## config.mk

```make
export PLATFORM = sky130hd
export DESIGN_NAME = hbc_boot_seq
export DESIGN_NICKNAME = d
export VERILOG_FILES = /design/src/hbc_pkg.sv /design/src/hbc_boot_seq.sv
export VERILOG_INCLUDE_DIRS = /design/src
export SDC_FILE = /design/constraint.sdc
export NUM_CORES = 1
export LEC_CHECK = 0
export BUFFER_PORTS_ARGS = -buffer_cell sky130_fd_sc_hd__buf_2
export CAP_MARGIN = 40
export CORE_UTILIZATION = 55
export DETAILED_ROUTE_END_ITERATION = 12
export PLACE_DENSITY = 0.92
export SYNTH_ARGS = -nofsm -noshare
export SYNTH_HDL_FRONTEND = slang
export SYNTH_SLANG_ARGS = --single-unit
```

## constraint.sdc

```tcl
create_clock -name clock -period 5.1 [get_ports clock]
set_input_delay 0.51 -clock clock [delete_from_list [all_inputs] [get_ports clock]]
set_output_delay 0.51 -clock clock [all_outputs]
set_load 0.03 [all_outputs]
```

## src/hbc_consts.svh

```systemverilog
`ifndef HBC_CONSTS_SVH
`define HBC_CONSTS_SVH
`define HBC_GPIO_N        8
`define HBC_SIG_ADDR      16'hfffa
`define HBC_EXEC_ADDR     16'h0000
`define HBC_SIG_WORD      32'h32444655
`define HBC_SIG_LAST      2'h3
`define HBC_CFG_DONE_OFF  8'hff
`define HBC_GPIO_DIR_OFF  8'h30
`define HBC_GPIO_OUT_OFF  8'h31
`define HBC_GPIO_PEN_OFF  8'h32
`define HBC_GPIO_PUP_OFF  8'h33
`define HBC_GPIO_IN_OFF   8'h34
`define HBC_STAGE_OFF     8'h38
`define HBC_FIXED_OFF     8'h39
`define HBC_CHARGE_OFF    8'h3a
`define HBC_PRESET_SECOND 3'h1
`define HBC_FIXED_DEF     5'h00
`define HBC_CHARGE_DEF    6'h00
`define HBC_GPIO_RST      8'h00
`define HBC_ASYNC_W       24
`endif

```

## src/hbc_pkg.sv

```systemverilog
package hbc_pkg;
  `include "hbc_consts.svh"

  typedef enum logic [3:0] {
    ST_STANDBY = 4'h0,
    ST_INIT    = 4'h1,
    ST_ROM     = 4'h2,
    ST_CFG_RD  = 4'h3,
    ST_STRAP   = 4'h4,
    ST_EXT     = 4'h5,
    ST_OTP     = 4'h6,
    ST_IDLE    = 4'h7,
    ST_CHGDET  = 4'h8,
    ST_CONNECT = 4'h9
  } hbc_stage_e;

  typedef struct packed {
    hbc_stage_e                stage;
    logic [`HBC_ASYNC_W-1:0]   s1;
    logic [`HBC_ASYNC_W-1:0]   s2;
    logic [2:0]                fixed_idx;
    logic [2:0]                charge_idx;
    logic [2:0]                preset_idx;
    logic                      spi_en;
    logic                      dual;
    logic                      mode3;
    logic                      rom_req;
    logic [1:0]                cnt;
    logic [31:0]               sig;
    logic                      ext_boot;
    logic                      slave_mode;
    logic [4:0]                fixed_mask;
    logic [5:0]                charge_mask;
    logic [`HBC_GPIO_N-1:0]    gdir;
    logic [`HBC_GPIO_N-1:0]    gout;
    logic [`HBC_GPIO_N-1:0]    gpen;
    logic [`HBC_GPIO_N-1:0]    gpup;
    logic [7:0]                rd_data;
    logic                      otp_req;
  } hbc_state_s;
endpackage : hbc_pkg

```

## src/hbc_boot_seq.sv

```systemverilog
`timescale 1ns/10ps
`include "hbc_consts.svh"

module hbc_boot_seq
  import hbc_pkg::*;
(
  input  wire logic                   clock,              // 250 MHz core clock
  input  wire logic                   reset_n,            // Asynchronous reset
  input  wire logic [2:0]             fixed_port_select_pin,  // Resistor index
  input  wire logic [2:0]             charge_port_select_pin, // Resistor index
  input  wire logic [2:0]             preset_select_pin,  // Resistor index
  input  wire logic                   rom_strap,          // Serial ROM mode strap
  input  wire logic                   rom_dual_strap,     // Dual-bit ROM strap
  input  wire logic                   rom_mode3_strap,    // Mode 3 ROM strap
  input  wire logic                   mgmt_data_line_pu,  // Pull-up seen on data
  input  wire logic                   mgmt_clock_line_pu, // Pull-up seen on clock
  input  wire logic                   pll_locked,         // PLL lock level
  input  wire logic                   vbus_present,       // Upstream bus power
  input  wire logic [`HBC_GPIO_N-1:0] general_purpose_pin_in, // Pin levels
  output logic [`HBC_GPIO_N-1:0]      general_purpose_pin_out,  // Drive value
  output logic [`HBC_GPIO_N-1:0]      general_purpose_pin_oe_n, // Low drives
  output logic [`HBC_GPIO_N-1:0]      gpio_pull_up_en,    // Input pull-up
  output logic [`HBC_GPIO_N-1:0]      gpio_pull_down_en,  // Input pull-down
  output logic                        rom_rd_req,         // ROM byte request
  output logic [15:0]                 rom_rd_addr,        // ROM byte address
  input  wire logic                   rom_rd_ack,         // ROM byte valid pulse
  input  wire logic [7:0]             rom_rd_data,        // ROM byte
  output logic                        rom_dual_io,        // Dual-bit transfers
  output logic                        rom_mode3,          // Clock mode 3
  output logic                        ext_code_en,        // Run external code
  output logic [15:0]                 ext_code_addr,      // External start
  output logic                        mgmt_slave_mode,    // Slave when high
  input  wire logic                   smb_wr,             // Slave write strobe
  input  wire logic [7:0]             smb_addr,           // Slave register
  input  wire logic [7:0]             smb_wdata,          // Slave write data
  input  wire logic                   hfc_wr,             // Feature write strobe
  input  wire logic [7:0]             hfc_addr,           // Feature register
  input  wire logic [7:0]             hfc_wdata,          // Feature write data
  input  wire logic                   enumerated,         // Host configured hub
  input  wire logic [7:0]             rd_addr,            // Read register
  output logic [7:0]                  rd_data,            // Read data, 1 cycle
  output logic                        otp_merge_req,      // Merge one-time data
  input  wire logic                   otp_merge_done,     // Merge finished pulse
  input  wire logic                   chgdet_done,        // Detection finished
  output logic                        chgdet_run,         // Charger detection
  output logic                        hub_connect,        // Connect requested
  output logic                        ports_hiz,          // Ports high impedance
  output logic                        pll_run,            // PLL enabled
  output logic [4:0]                  fixed_ports,        // Ports 2..6 fixed
  output logic [5:0]                  charge_ports,       // Ports 1..6 charging
  output logic [3:0]                  boot_stage          // Current stage
);

  // ---------------------------------------------------------------
  // Decoders
  // ---------------------------------------------------------------
  function automatic logic [4:0] fixed_dec(input logic [2:0] idx);
    fixed_dec = 5'h00;
    for (int k = 0; k < 5; k++) begin
      if (idx > 3'(k) && idx < 3'h6) begin
        fixed_dec[k] = 1'b1;
      end
    end
  endfunction : fixed_dec

  function automatic logic [5:0] charge_dec(input logic [2:0] idx);
    case (idx)
      3'h1:    charge_dec = 6'h01;
      3'h2:    charge_dec = 6'h03;
      3'h3:    charge_dec = 6'h07;
      3'h4:    charge_dec = 6'h0f;
      3'h5:    charge_dec = 6'h3f;
      default: charge_dec = 6'h00;
    endcase
  endfunction : charge_dec

  // ---------------------------------------------------------------
  // State
  // ---------------------------------------------------------------
  hbc_state_s s_reg;
  hbc_state_s s_next;

  logic [`HBC_ASYNC_W-1:0] async_in;
  logic [2:0]              fixed_s;
  logic [2:0]              charge_s;
  logic [2:0]              preset_s;
  logic                    spi_s;
  logic                    dual_s;
  logic                    mode3_s;
  logic                    sda_pu_s;
  logic                    scl_pu_s;
  logic                    lock_s;
  logic                    vbus_s;
  logic [`HBC_GPIO_N-1:0]  gpin_s;
  logic                    smb_ok;
  logic                    hfc_ok;
  logic                    cfg_done;
  logic [31:0]             sig_new;

  assign async_in = {fixed_port_select_pin, charge_port_select_pin, preset_select_pin,
                     rom_strap, rom_dual_strap, rom_mode3_strap, mgmt_data_line_pu,
                     mgmt_clock_line_pu, pll_locked, vbus_present, general_purpose_pin_in};
  assign {fixed_s, charge_s, preset_s, spi_s, dual_s, mode3_s, sda_pu_s, scl_pu_s,
          lock_s, vbus_s, gpin_s} = s_reg.s2;

  // Slave writes reach the pins only once configuration or enumeration is under way.
  assign smb_ok   = smb_wr && (s_reg.stage == ST_EXT || s_reg.stage == ST_CONNECT);
  assign hfc_ok   = hfc_wr && enumerated && s_reg.stage == ST_CONNECT;
  assign cfg_done = smb_wr && s_reg.stage == ST_EXT && smb_addr == `HBC_CFG_DONE_OFF;
  assign sig_new  = {s_reg.sig[23:0], rom_rd_data};

  // ---------------------------------------------------------------
  // Next state
  // ---------------------------------------------------------------
  always_comb begin
    logic       we;
    logic [7:0] a;
    logic [7:0] d;
    we        = 1'b0;
    a         = 8'h00;
    d         = 8'h00;
    s_next    = s_reg;
    s_next.s1 = async_in;
    s_next.s2 = s_reg.s1;

    // Feature controller first so a same-cycle slave write takes priority.
    for (int p = 0; p < 2; p++) begin
      we = (p == 0) ? hfc_ok : smb_ok;
      a  = (p == 0) ? hfc_addr : smb_addr;
      d  = (p == 0) ? hfc_wdata : smb_wdata;
      if (we) begin
        case (a)
          `HBC_GPIO_DIR_OFF: s_next.gdir = d;
          `HBC_GPIO_OUT_OFF: s_next.gout = d;
          `HBC_GPIO_PEN_OFF: s_next.gpen = d;
          `HBC_GPIO_PUP_OFF: s_next.gpup = d;
          `HBC_FIXED_OFF: begin
            if (s_reg.stage == ST_EXT) begin
              s_next.fixed_mask = d[4:0];
            end
          end
          `HBC_CHARGE_OFF: begin
            if (s_reg.stage == ST_EXT) begin
              s_next.charge_mask = d[5:0];
            end
          end
          default: ;
        endcase
      end
    end

    case (rd_addr)
      `HBC_GPIO_DIR_OFF: s_next.rd_data = s_reg.gdir;
      `HBC_GPIO_OUT_OFF: s_next.rd_data = s_reg.gout;
      `HBC_GPIO_PEN_OFF: s_next.rd_data = s_reg.gpen;
      `HBC_GPIO_PUP_OFF: s_next.rd_data = s_reg.gpup;
      `HBC_GPIO_IN_OFF:  s_next.rd_data = gpin_s;
      `HBC_STAGE_OFF:    s_next.rd_data = {4'h0, s_reg.stage};
      `HBC_FIXED_OFF:    s_next.rd_data = {3'h0, s_reg.fixed_mask};
      `HBC_CHARGE_OFF:   s_next.rd_data = {2'h0, s_reg.charge_mask};
      default:           s_next.rd_data = 8'h00;
    endcase

    unique case (s_reg.stage)
      ST_STANDBY: begin
        s_next.stage = ST_INIT;
      end
      ST_INIT: begin
        // Pin levels are sampled through the synchroniser, after release.
        if (lock_s) begin
          s_next.fixed_idx   = fixed_s;
          s_next.charge_idx  = charge_s;
          s_next.preset_idx  = preset_s;
          s_next.spi_en      = spi_s;
          s_next.dual        = dual_s;
          s_next.mode3       = mode3_s;
          s_next.fixed_mask  = `HBC_FIXED_DEF;
          s_next.charge_mask = `HBC_CHARGE_DEF;
          s_next.cnt         = 2'h0;
          if (spi_s) begin
            s_next.stage   = ST_ROM;
            s_next.rom_req = 1'b1;
          end else begin
            s_next.stage = ST_CFG_RD;
          end
        end
      end
      ST_ROM: begin
        if (rom_rd_ack) begin
          s_next.sig = sig_new;
          s_next.cnt = s_reg.cnt + 2'h1;
          if (s_reg.cnt == `HBC_SIG_LAST) begin
            s_next.rom_req  = 1'b0;
            s_next.ext_boot = (sig_new == `HBC_SIG_WORD);
            s_next.stage    = ST_CFG_RD;
          end
        end
      end
      ST_CFG_RD: begin
        s_next.fixed_mask  = fixed_dec(s_reg.fixed_idx);
        s_next.charge_mask = charge_dec(s_reg.charge_idx);
        s_next.stage       = ST_STRAP;
      end
      ST_STRAP: begin
        s_next.slave_mode = (s_reg.preset_idx == `HBC_PRESET_SECOND);
        if (s_reg.preset_idx == `HBC_PRESET_SECOND && sda_pu_s && scl_pu_s) begin
          s_next.stage = ST_EXT;
        end else begin
          s_next.stage = ST_OTP;
        end
      end
      ST_EXT: begin
        // No timeout: only the final register write moves the boot on.
        if (cfg_done) begin
          s_next.stage = ST_OTP;
        end
      end
      ST_OTP: begin
        s_next.otp_req = 1'b1;
        if (otp_merge_done && s_reg.otp_req) begin
          s_next.otp_req = 1'b0;
          s_next.stage   = ST_IDLE;
        end
      end
      ST_IDLE: begin
        if (vbus_s) begin
          s_next.stage = (s_reg.charge_mask != 6'h00) ? ST_CHGDET : ST_CONNECT;
        end
      end
      ST_CHGDET: begin
        if (chgdet_done) begin
          s_next.stage = ST_CONNECT;
        end
      end
      ST_CONNECT: begin
        if (!vbus_s) begin
          s_next.stage = ST_IDLE;
        end
      end
      default: s_next.stage = ST_STANDBY;
    endcase
  end

  // ---------------------------------------------------------------
  // Register
  // ---------------------------------------------------------------
  always_ff @(posedge clock or negedge reset_n) begin
    if (!reset_n) begin
      s_reg       <= '0;
      s_reg.stage <= ST_STANDBY;
      s_reg.gdir  <= `HBC_GPIO_RST;
    end else begin
      s_reg <= s_next;
    end
  end

  // ---------------------------------------------------------------
  // Outputs
  // ---------------------------------------------------------------
  genvar g;
  generate
    for (g = 0; g < `HBC_GPIO_N; g++) begin : g_pin
      assign general_purpose_pin_out[g]  = s_reg.gout[g];
      assign general_purpose_pin_oe_n[g] = ~s_reg.gdir[g];
      assign gpio_pull_up_en[g]   = ~s_reg.gdir[g] & s_reg.gpen[g] & s_reg.gpup[g];
      assign gpio_pull_down_en[g] = ~s_reg.gdir[g] & s_reg.gpen[g] & ~s_reg.gpup[g];
    end
  endgenerate

  assign rom_rd_req      = s_reg.rom_req;
  assign rom_rd_addr     = `HBC_SIG_ADDR + {14'h0000, s_reg.cnt};
  assign rom_dual_io     = s_reg.dual;
  assign rom_mode3       = s_reg.mode3;
  assign ext_code_en     = s_reg.ext_boot;
  assign ext_code_addr   = `HBC_EXEC_ADDR;
  assign mgmt_slave_mode = s_reg.slave_mode;
  assign rd_data         = s_reg.rd_data;
  assign otp_merge_req   = s_reg.otp_req;
  assign chgdet_run      = s_reg.stage == ST_CHGDET;
  assign hub_connect     = s_reg.stage == ST_CONNECT;
  assign ports_hiz       = s_reg.stage != ST_CONNECT;
  assign pll_run         = s_reg.stage != ST_STANDBY;
  assign fixed_ports     = s_reg.fixed_mask;
  assign charge_ports    = s_reg.charge_mask;
  assign boot_stage      = s_reg.stage;

  // ---------------------------------------------------------------
  // Checks
  // ---------------------------------------------------------------
  standby_exit_a: assert property (@(posedge clock) disable iff (!reset_n)
    s_reg.stage == ST_STANDBY |=> s_reg.stage == ST_INIT && pll_run)
    else $error("standby did not move to init");
  rom_skip_a: assert property (@(posedge clock) disable iff (!reset_n)
    s_reg.stage == ST_INIT && lock_s && !spi_s |=> s_reg.stage == ST_CFG_RD && !rom_rd_req)
    else $error("rom check not skipped");
  sig_match_a: assert property (@(posedge clock) disable iff (!reset_n)
    s_reg.stage == ST_ROM && rom_rd_ack && s_reg.cnt == 2'h3
    |=> ext_code_en == (s_reg.sig == 32'h32444655))
    else $error("signature result wrong");
  fixed_dec_a: assert property (@(posedge clock) disable iff (!reset_n)
    s_reg.stage == ST_CFG_RD && s_reg.fixed_idx == 3'h2 |=> fixed_ports == 5'h03)
    else $error("fixed port decode wrong");
  charge_dec_a: assert property (@(posedge clock) disable iff (!reset_n)
    s_reg.stage == ST_CFG_RD && s_reg.charge_idx == 3'h5 |=> charge_ports == 6'h3f)
    else $error("charge port decode wrong");
  ext_enter_a: assert property (@(posedge clock) disable iff (!reset_n)
    s_reg.stage == ST_STRAP |=> (s_reg.stage == ST_EXT) ==
    ($past(s_reg.preset_idx) == 3'h1 && $past(sda_pu_s) && $past(scl_pu_s)))
    else $error("external config entry wrong");
  ext_hold_a: assert property (@(posedge clock) disable iff (!reset_n)
    s_reg.stage == ST_EXT && !cfg_done |=> s_reg.stage == ST_EXT)
    else $error("external config left early");
  cfg_done_a: assert property (@(posedge clock) disable iff (!reset_n)
    cfg_done |=> s_reg.stage == ST_OTP ##1 otp_merge_req)
    else $error("final write did not end config");
  port_hiz_a: assert property (@(posedge clock) disable iff (!reset_n)
    !hub_connect |-> ports_hiz)
    else $error("ports driven outside connect");
  gpio_dir_a: assert property (@(posedge clock) disable iff (!reset_n)
    smb_ok && smb_addr == 8'h30 |=> general_purpose_pin_oe_n == ~$past(smb_wdata))
    else $error("pin direction write lost");

endmodule : hbc_boot_seq

```

==> summary.md, run 1 <==
| Metric | Value |
|---|---|
| Outcome | `finished, final reports clean` |
| Post-DP Area | `~7300 µm²` |
| Worst-case clock buffer depth | `2` |
| Synthesis-to-layout area growth | `16.9%` |
| IO buf count | `around 150` |
| Fin nets | `a little under 800` |
| Share of the yosys chip area belonging to registers | `52.9%` |
| Worst Tran Pin Value | `~0.84 ns` |
| WP data required | `4.59 ns` |
| Share of post-route cells with drive strength above 1 | `32.5%` |
| Total design power | `3.94 mW` |
| Seq cells post-synth | `144` |
| Gr ovfl total | `0` |
| R2R cell count | `5` |
| Final ANT Viol Nets | `0` |
| Main flop type after synthesis | `dfrtp_1` |
| P_int | `2.53 mW` |
| Tcrit/Tclk final | `53.0%` |
| Placed Cells | `856` |
| 1st-pass router iterations | `5` |
| Fin Hold WS | `0.153 ns` |
| Crit-path leading delay family | `flip-flops` |
| RSZ-0062 raised after global routing | `no` |
| Post-synth EDFFs | `0` |
| Fin util | `66.0%` |
| Switching Share | `35.8%` |
| VDD IR max | `453 µV` |
| Syn Inst Count | `around 600` |
| Post-DR wirelength/cell | `approximately 18 µm` |
| Logic pwr share | `between 20% and 30%` |
| TritonCTS buffer count | `17` |
| Instance count on the critical path | `4` |
| Setup TNS Final | `0 ns` |
| Hpwl dp | `11200 µm` |
| Routed WL | `16200 µm` |
| Total number of vias | `5040` |
| DR vias/cell | `about 5.7` |
| Final Hold Fails | `0` |
| Die footprint | `12800 µm²` |
| Final cell count without fillers | `888` |
| Initial detailed-routing violation count | `just over 400` |
| Crit-path max cell delay | `0.72 ns` |
| Sequential power share | `41.6%` |
| Startpoint Class | `flop` |
| Most common cell after layout, fill and taps aside | `buf_2` |
| Slew headroom | `between 40% and 50%` |
| H-tree depth | `4` |
| Row Count | `40` |
| PostCTS Resize Cnt | `0` |
| CP endpoint kind | `output port` |
| Fin. max-slew vios | `0` |
| Hold Buf Count CTS | `0` |
| Max Cap Viol | `0` |
| Fraction of registers with async set/reset | `between 90% and 100%` |
| Drc violations | `0` |
| Via count of the first global-routing pass | `5048` |
| Mapped Avg Cell Area | `roughly 11 µm²` |
| Ys Warns | `0` |
| CP Max Fanout | `16` |
| Most frequent cells in the layout | `buf_2, dfrtp_1, mux2i_1` |
| F_max | `370 MHz` |
| PnR worst setup slack | `between 2 and 2.5 ns` |
| Final number of setup-violating endpoints | `0` |
| CTS sink cnt | `144` |
| Clock latency on the worst-skew pair | `0.43 ns` |
| CTS Root Cell | `clkbuf_16` |
| Crit path kind | `flop to output port` |
| Ports | `177` |
| Die W | `113 µm` |
| Worst hold path type | `input port to async pin` |
| CP arrival | `about 2.2 ns` |
| Min Tclk post-route | `2.70 ns` |
| TritonCTS clock tree | `done` |
| Largest register FFs | `63` |
| PD cells | `roughly 500 nW/µm²` |
| Crit path buf inv count | `2` |
| Initial antenna violation count | `0` |
| Gr usage total | `around a quarter` |
| Cell leakage power | `4.05 nW` |
| Postcts setup bufs | `0` |
| First-pass GRT wire length | `25500 µm` |
| Starting Density | `56.5%` |
| Psw | `1.41 mW` |
| Ant diodes | `0` |
| Clock share of power | `33.1%` |
| Largest net degree at the start of global routing | `95` |
| Worst Clk Skew | `0.00805 ns` |
| Post-placement setup slack | `2.48 ns` |
| Clock transition at path regs | `around 0.070 ns` |
| Core area | `approximately 12000 µm²` |
| Worst path slowest cell | `dfrtp_1` |
| Synthesized area | `6810 µm²` |
| Count of cell types in the netlist | `62` |
| Vert. Die Dim | `113 µm` |
| Cell area after layout | `7960 µm²` |
| Final GP Congestion | `0.851` |
| Crit-path cells | `nand2b_1, nor3b_2, inv_1, buf_2` |
## synthesized netlist by cell type (3+ instances only)
master | number | area [µm²]
a211o_1 | 5 | 43.8
a21oi_1 | 39 | 195
a22o_1 | 5 | 43.8
a22oi_1 | 4 | 30.0
and3_1 | 9 | 56.3
buf_1 | 3 | 11.3
buf_2 | 5 | 25.0
buf_4 | 63 | 473
clkbuf_1 | 15 | 56.3
dfrtp_1 | 144 | 3600
inv_1 | 15 | 56.3
mux2_2 | 37 | 417
mux2i_1 | 49 | 490
nand2_1 | 22 | 82.6
nand2b_1 | 4 | 25.0
nand3_1 | 19 | 95.1
nand3b_1 | 8 | 60.1
nand4_1 | 4 | 25.0
nand4b_1 | 3 | 26.3
nor2_1 | 43 | 161
nor2b_1 | 3 | 18.8
nor3_1 | 9 | 45.0
nor3b_1 | 11 | 82.6
nor4b_1 | 5 | 43.8
nor4bb_1 | 4 | 40.0
o21ai_0 | 13 | 65.1
o21ai_1 | 4 | 20.0
o22ai_1 | 4 | 25.0
o31ai_1 | 3 | 22.5
## metal layers
metal	wire length (µm)	track usage [%]	part of all wire, %
met5	0	0	0
met4	416	11.8	2.6
met2	8440	45.7	52
met1	6340	30.4	39
met3	1050	6.43	6.4
## final timing paths
| check | startpoint | to | slack [ns] |
|---|---|---|---|
| max in group asynchronous | reset_n | s_reg[74] | 3.76 |
| hold reg to reg | s_next[107] | gpin_s[6] | 0.35 |
| min in group clock | charge_port_select_pin[1] | s_next[120] | 0.18 |
| hold / removal | reset_n | s_reg[39] | 0.15 |
| setup reg to reg | boot_stage[3] | s_reg[23] | 2.40 |
| setup / recovery | boot_stage[3] | ports_hiz | 2.40 |
## cell families after synthesis
logic type / synth area share (%)
muxes: 14.1
other: 0.110
xor gates and xnor gates: 0.257
and+or+nand+nor: 14.6
buffers and inverters: 9.29
DFF: 52.9
AOI/OAI and AO/OA: 8.37
adders and majority gates: 0.367
## layout make-up
| class | instances | area [µm²] |
|---|---|---|
| clock buffers | 17 | 425 |
| clock inverters | 15 | 213 |
| fillers | 882 | 4100 |
| inverters | 15 | 56.3 |
| multi-input cells | 378 | 2680 |
| flip-flops and latches | 144 | 3600 |
| well taps | 168 | 210 |
| repair buffers | 151 | 776 |
## power by group through the flow
stage	combinational (mW)	clock, mW	sequential, mW
floorplan	0.845	0	1.55
global placement	0.936	0	1.62
detailed placement	0.976	0	1.64
CTS	1.00	1.32	1.63
global route	1.07	1.37	1.67
finish	0.995	1.30	1.64
No activity file was read; power rests on OpenSTA's default activity.
==> inputs of run 2 (changes only) <==
--- a/config.mk
+++ b/config.mk
@@ -6,11 +6,12 @@
 export SDC_FILE = /design/constraint.sdc
 export NUM_CORES = 1
 export LEC_CHECK = 0
+export ABC_AREA = 1
 export BUFFER_PORTS_ARGS = -buffer_cell sky130_fd_sc_hd__buf_2
 export CAP_MARGIN = 40
-export CORE_UTILIZATION = 55
+export CORE_UTILIZATION = 54
 export DETAILED_ROUTE_END_ITERATION = 12
-export PLACE_DENSITY = 0.92
+export PLACE_DENSITY = 0.89
 export SYNTH_ARGS = -nofsm -noshare
 export SYNTH_HDL_FRONTEND = slang
 export SYNTH_SLANG_ARGS = --single-unit
==> constraint.sdc (replaced) <==
create_clock -name clock -period 2.81 [get_ports clock]
set_input_delay 0.281 -clock clock [delete_from_list [all_inputs] [get_ports clock]]
set_output_delay 0.281 -clock clock [all_outputs]
set_load 0.03 [all_outputs]
==> run 2 against run 1 <==
Utilization grew 0.50 points. Sequential power grew 71%. Setup slack lost 1.7 ns. Die area grew 11%. Non-clock buffer count grew 28. Via count grew 36%. First-iteration DRC count grew 77%. Critical path depth grew 4. Clock power grew 70%. Critical path type is now flop to flop. Critical endpoint is now ext_code_en. Largest cell class unchanged. Largest power group unchanged. Highest routed layer unchanged.
==> summary.md, run 2 <==
| Metric | Value |
|---|---|
| Outcome | `finished, final reports clean` |
| Die W | `119 µm (+5.2%)` |
| Fin nets | `1161 (+47%)` |
| Crit path kind | `flop to flop` |
| R2R cell count | `8 (+3)` |
| Crit path capture | `ext_code_en` |
| Final GP Congestion | `0.976 (+15%)` |
| CP arrival | `2.48 ns (+0.29 ns)` |
| H-tree depth | `4 (unchanged)` |
| Synth cell count leaders | `nand2_1, dfrtp_1, nand3_1` |
| DR vias/cell | `5.39 (-5.0%)` |
| Final number of setup-violating endpoints | `0 (unchanged)` |
| Ant diodes | `0 (unchanged)` |
| CP Max Fanout | `29 (+13)` |
| Most common cell after layout, fill and taps aside | `nand2_1` |
| F_max | `around 470 MHz` |
| TritonCTS buffer count | `17 (unchanged)` |
| Min Tclk post-route | `2.11 ns` |
| Cell leakage power | `4.80 nW (+19%)` |
| Core area | `13300 µm² (+10%)` |
| Vert. Die Dim | `119 µm (+5.2%)` |
| Gr ovfl total | `0 (unchanged)` |
| Fraction of registers with async set/reset | `100% (unchanged)` |
| Via count of the first global-routing pass | `6369 (+26%)` |
| Gr usage total | `28.6% (+2.5 points)` |
| Main flop type after synthesis | `dfrtp_1` |
| Ys Warns | `0 (unchanged)` |
| Total number of vias | `6836 (+36%)` |
| CP endpoint kind | `flop` |
| Initial antenna violation count | `0 (unchanged)` |
| Final ANT Viol Nets | `0 (unchanged)` |
| Setup TNS Final | `0 ns (unchanged)` |
| Clock transition at path regs | `0.07 ns (about the same)` |
| Post-synth EDFFs | `0 (unchanged)` |
| Most frequent cells in the layout | `nand2_1, buf_2, dfrtp_1` |
| Largest register FFs | `63 (unchanged)` |
| RSZ-0062 raised after global routing | `no` |
| Synthesized area | `7410 µm² (+8.8%)` |
| Worst Tran Pin Value | `0.918 ns (+0.0774 ns)` |
| Count leader, synth | `nand2_1` |
| Syn Inst Count | `932 (+56%)` |
| Largest net degree at the start of global routing | `75 (-21%)` |
| Worst Clk Skew | `0.00910 ns (+0.00106 ns)` |
| VDD IR max | `674 µV (+49%)` |
| Slew headroom | `38.3% (-5.6 points)` |
| Hpwl dp | `13900 µm (+24%)` |
| RR Endpoint | `ext_code_en` |
| Initial detailed-routing violation count | `721 (+77%)` |
| Post-DR wirelength/cell | `15.2 µm (-17%)` |
| Launching point of the worst reg2reg path | `boot_stage[3]` |
| Drc violations | `0 (unchanged)` |
| CTS Root Cell | `clkbuf_16` |
| TritonCTS clock tree | `done` |
| Synth top area share | `48.6% (-4.3 points)` |
| 1st-pass router iterations | `6 (+1)` |
| Seq cells post-synth | `144 (unchanged)` |
| Max Cap Viol | `0 (unchanged)` |
| Postcts setup bufs | `0 (unchanged)` |
| Fin. max-slew vios | `0 (unchanged)` |
| Worst-case clock buffer depth | `2 (unchanged)` |
| Starting Density | `55.7% (-0.75 points)` |
| Clock latency on the worst-skew pair | `0.43 ns (about the same)` |
| Tcrit/Tclk final | `75.2%` |
| Top area cells in the synthesized netlist | `dfrtp_1, nand2_1, nand3_1` |
| Share of post-route cells with drive strength above 1 | `20.0% (-13 points)` |
| Cell area after layout | `8840 µm² (+11%)` |
| Startpoint Class | `flop` |
| Worst hold path type | `input port to flop` |
| Count of cell types in the netlist | `33 (-47%)` |
| R2r setup slk | `0.70 ns (-1.70 ns)` |
| Synthesis-to-layout area growth | `19.3%` |
| Row Count | `42 (+5.0%)` |
| Die footprint | `14200 µm² (+11%)` |
| CTS sink cnt | `144 (unchanged)` |
| PD cells | `797 nW/µm² (+61%)` |
| Ports | `177 (unchanged)` |
| IO buf count | `147 (unchanged)` |
| WP data required | `3.18 ns (-1.41 ns)` |
| Share of the yosys chip area belonging to registers | `48.6% (-4.3 points)` |
| First-pass GRT wire length | `31100 µm (+22%)` |
| Area leader, netlist | `dfrtp_1` |
| Routed WL | `19300 µm (+19%)` |
| Post-DP Area | `7990 µm² (+9.2%)` |
| Crit path from | `boot_stage[3]` |
| Mapped Avg Cell Area | `7.95 µm² (-30%)` |
| Final Hold Fails | `0 (unchanged)` |
==> run 2: cell types whose count changed after synthesis, sizes merged, moves of 6 or more <==
cell	delta
nand2	+205
inv	+116
nand3	+110
mux2i	-49
nand4	+35
nor2	+34
mux2	-32
a21oi	-26
o21ai	+25
nor3b	-15
nor3	+12
clkbuf	-6
nand3b	-6
nor4b	-6
==> run 2: per-stage QoR <==
stage | hold slack [ns] | util (%) | setup WS [ns] | power (mW) | instances
after floorplan | -0.0146 | - | 1.23 | 4.31 | 959
final | 0.0638 | 66.5 | 0.698 | 7.04 | 1268
after detailed placement | 0.335 | 60.1 | 0.765 | 4.78 | 1211
after global routing | 0.0618 | 66.5 | 0.494 | 7.42 | 1268
after CTS | 0.0521 | 66.5 | 0.740 | 7.04 | 1268
after global placement | 0.331 | 60.1 | 0.897 | 4.70 | 1211
==> run 2: cell type report <==
cell class                      count  area (µm²)
Clock buffer                       17         425
Timing Repair Buffer              179        1060
Sequential cell                   144        3600
Clock inverter                     15         173
Multi-Input combinational cell    605        2870
Tap cell                          176         220
Inverter                          132         495
Fill cell                        1094        4450
==> run 2: worst max-delay path, cell delays in order (launching register included) <==
cell and delay (ns):
dfrtp_1 0.44, nor2_1 0.44, nand2_1 0.16, nor2_2 0.10, buf_4 0.29, inv_2 0.24
nor2_1 0.21, nand3_1 0.10, nand2_1 0.07
==> run 2: metal layers <==
| layer | share of wire, % | global-route usage (%) |
|---|---|---|
| met1 | 38 | 34.9 |
| met3 | 10 | 7.23 |
| met5 | 0 | 0 |
| met2 | 48 | 47.3 |
| met4 | 4.0 | 14.0 |
==> run 2: what timing repair did <==
action	in CTS	in global routing
endpoints found under the hold margin	95	0
hold buffers	25	0
setup endpoints to repair	0	0
resized for setup	0	0
==> run 2: cell families after synthesis <==
family          synth area share (%)
simple gates                    31.9
buf+inv                         14.1
flops                           48.6
compound gates                  4.00
mux                            0.912
fa+ha+maj                      0.338
other cells                    0.101
==> run 2: how the worst min path moves through the flow <==
stage | startpoint | end | slack, ns | cells after the start
after floorplan | reset_n | boot_stage[0] | -0.01 | 0
after global placement | s_next[116] | preset_s[0] | 0.33 | 0
after detailed placement | s_next[120] | charge_s[1] | 0.33 | 0
after CTS | rom_rd_data[2] | s_reg[56] | 0.05 | 3
after global routing | rom_rd_data[1] | s_reg[55] | 0.06 | 3
final | rom_rd_data[2] | s_reg[56] | 0.06 | 3
==> run 2: power by group <==
group,internal [mW],switching (mW),total (mW),leakage [nW]
clock,1.19,1.02,2.21,0.280
sequential,2.48,0.337,2.81,1.78
combinational,0.604,1.41,2.02,2.74
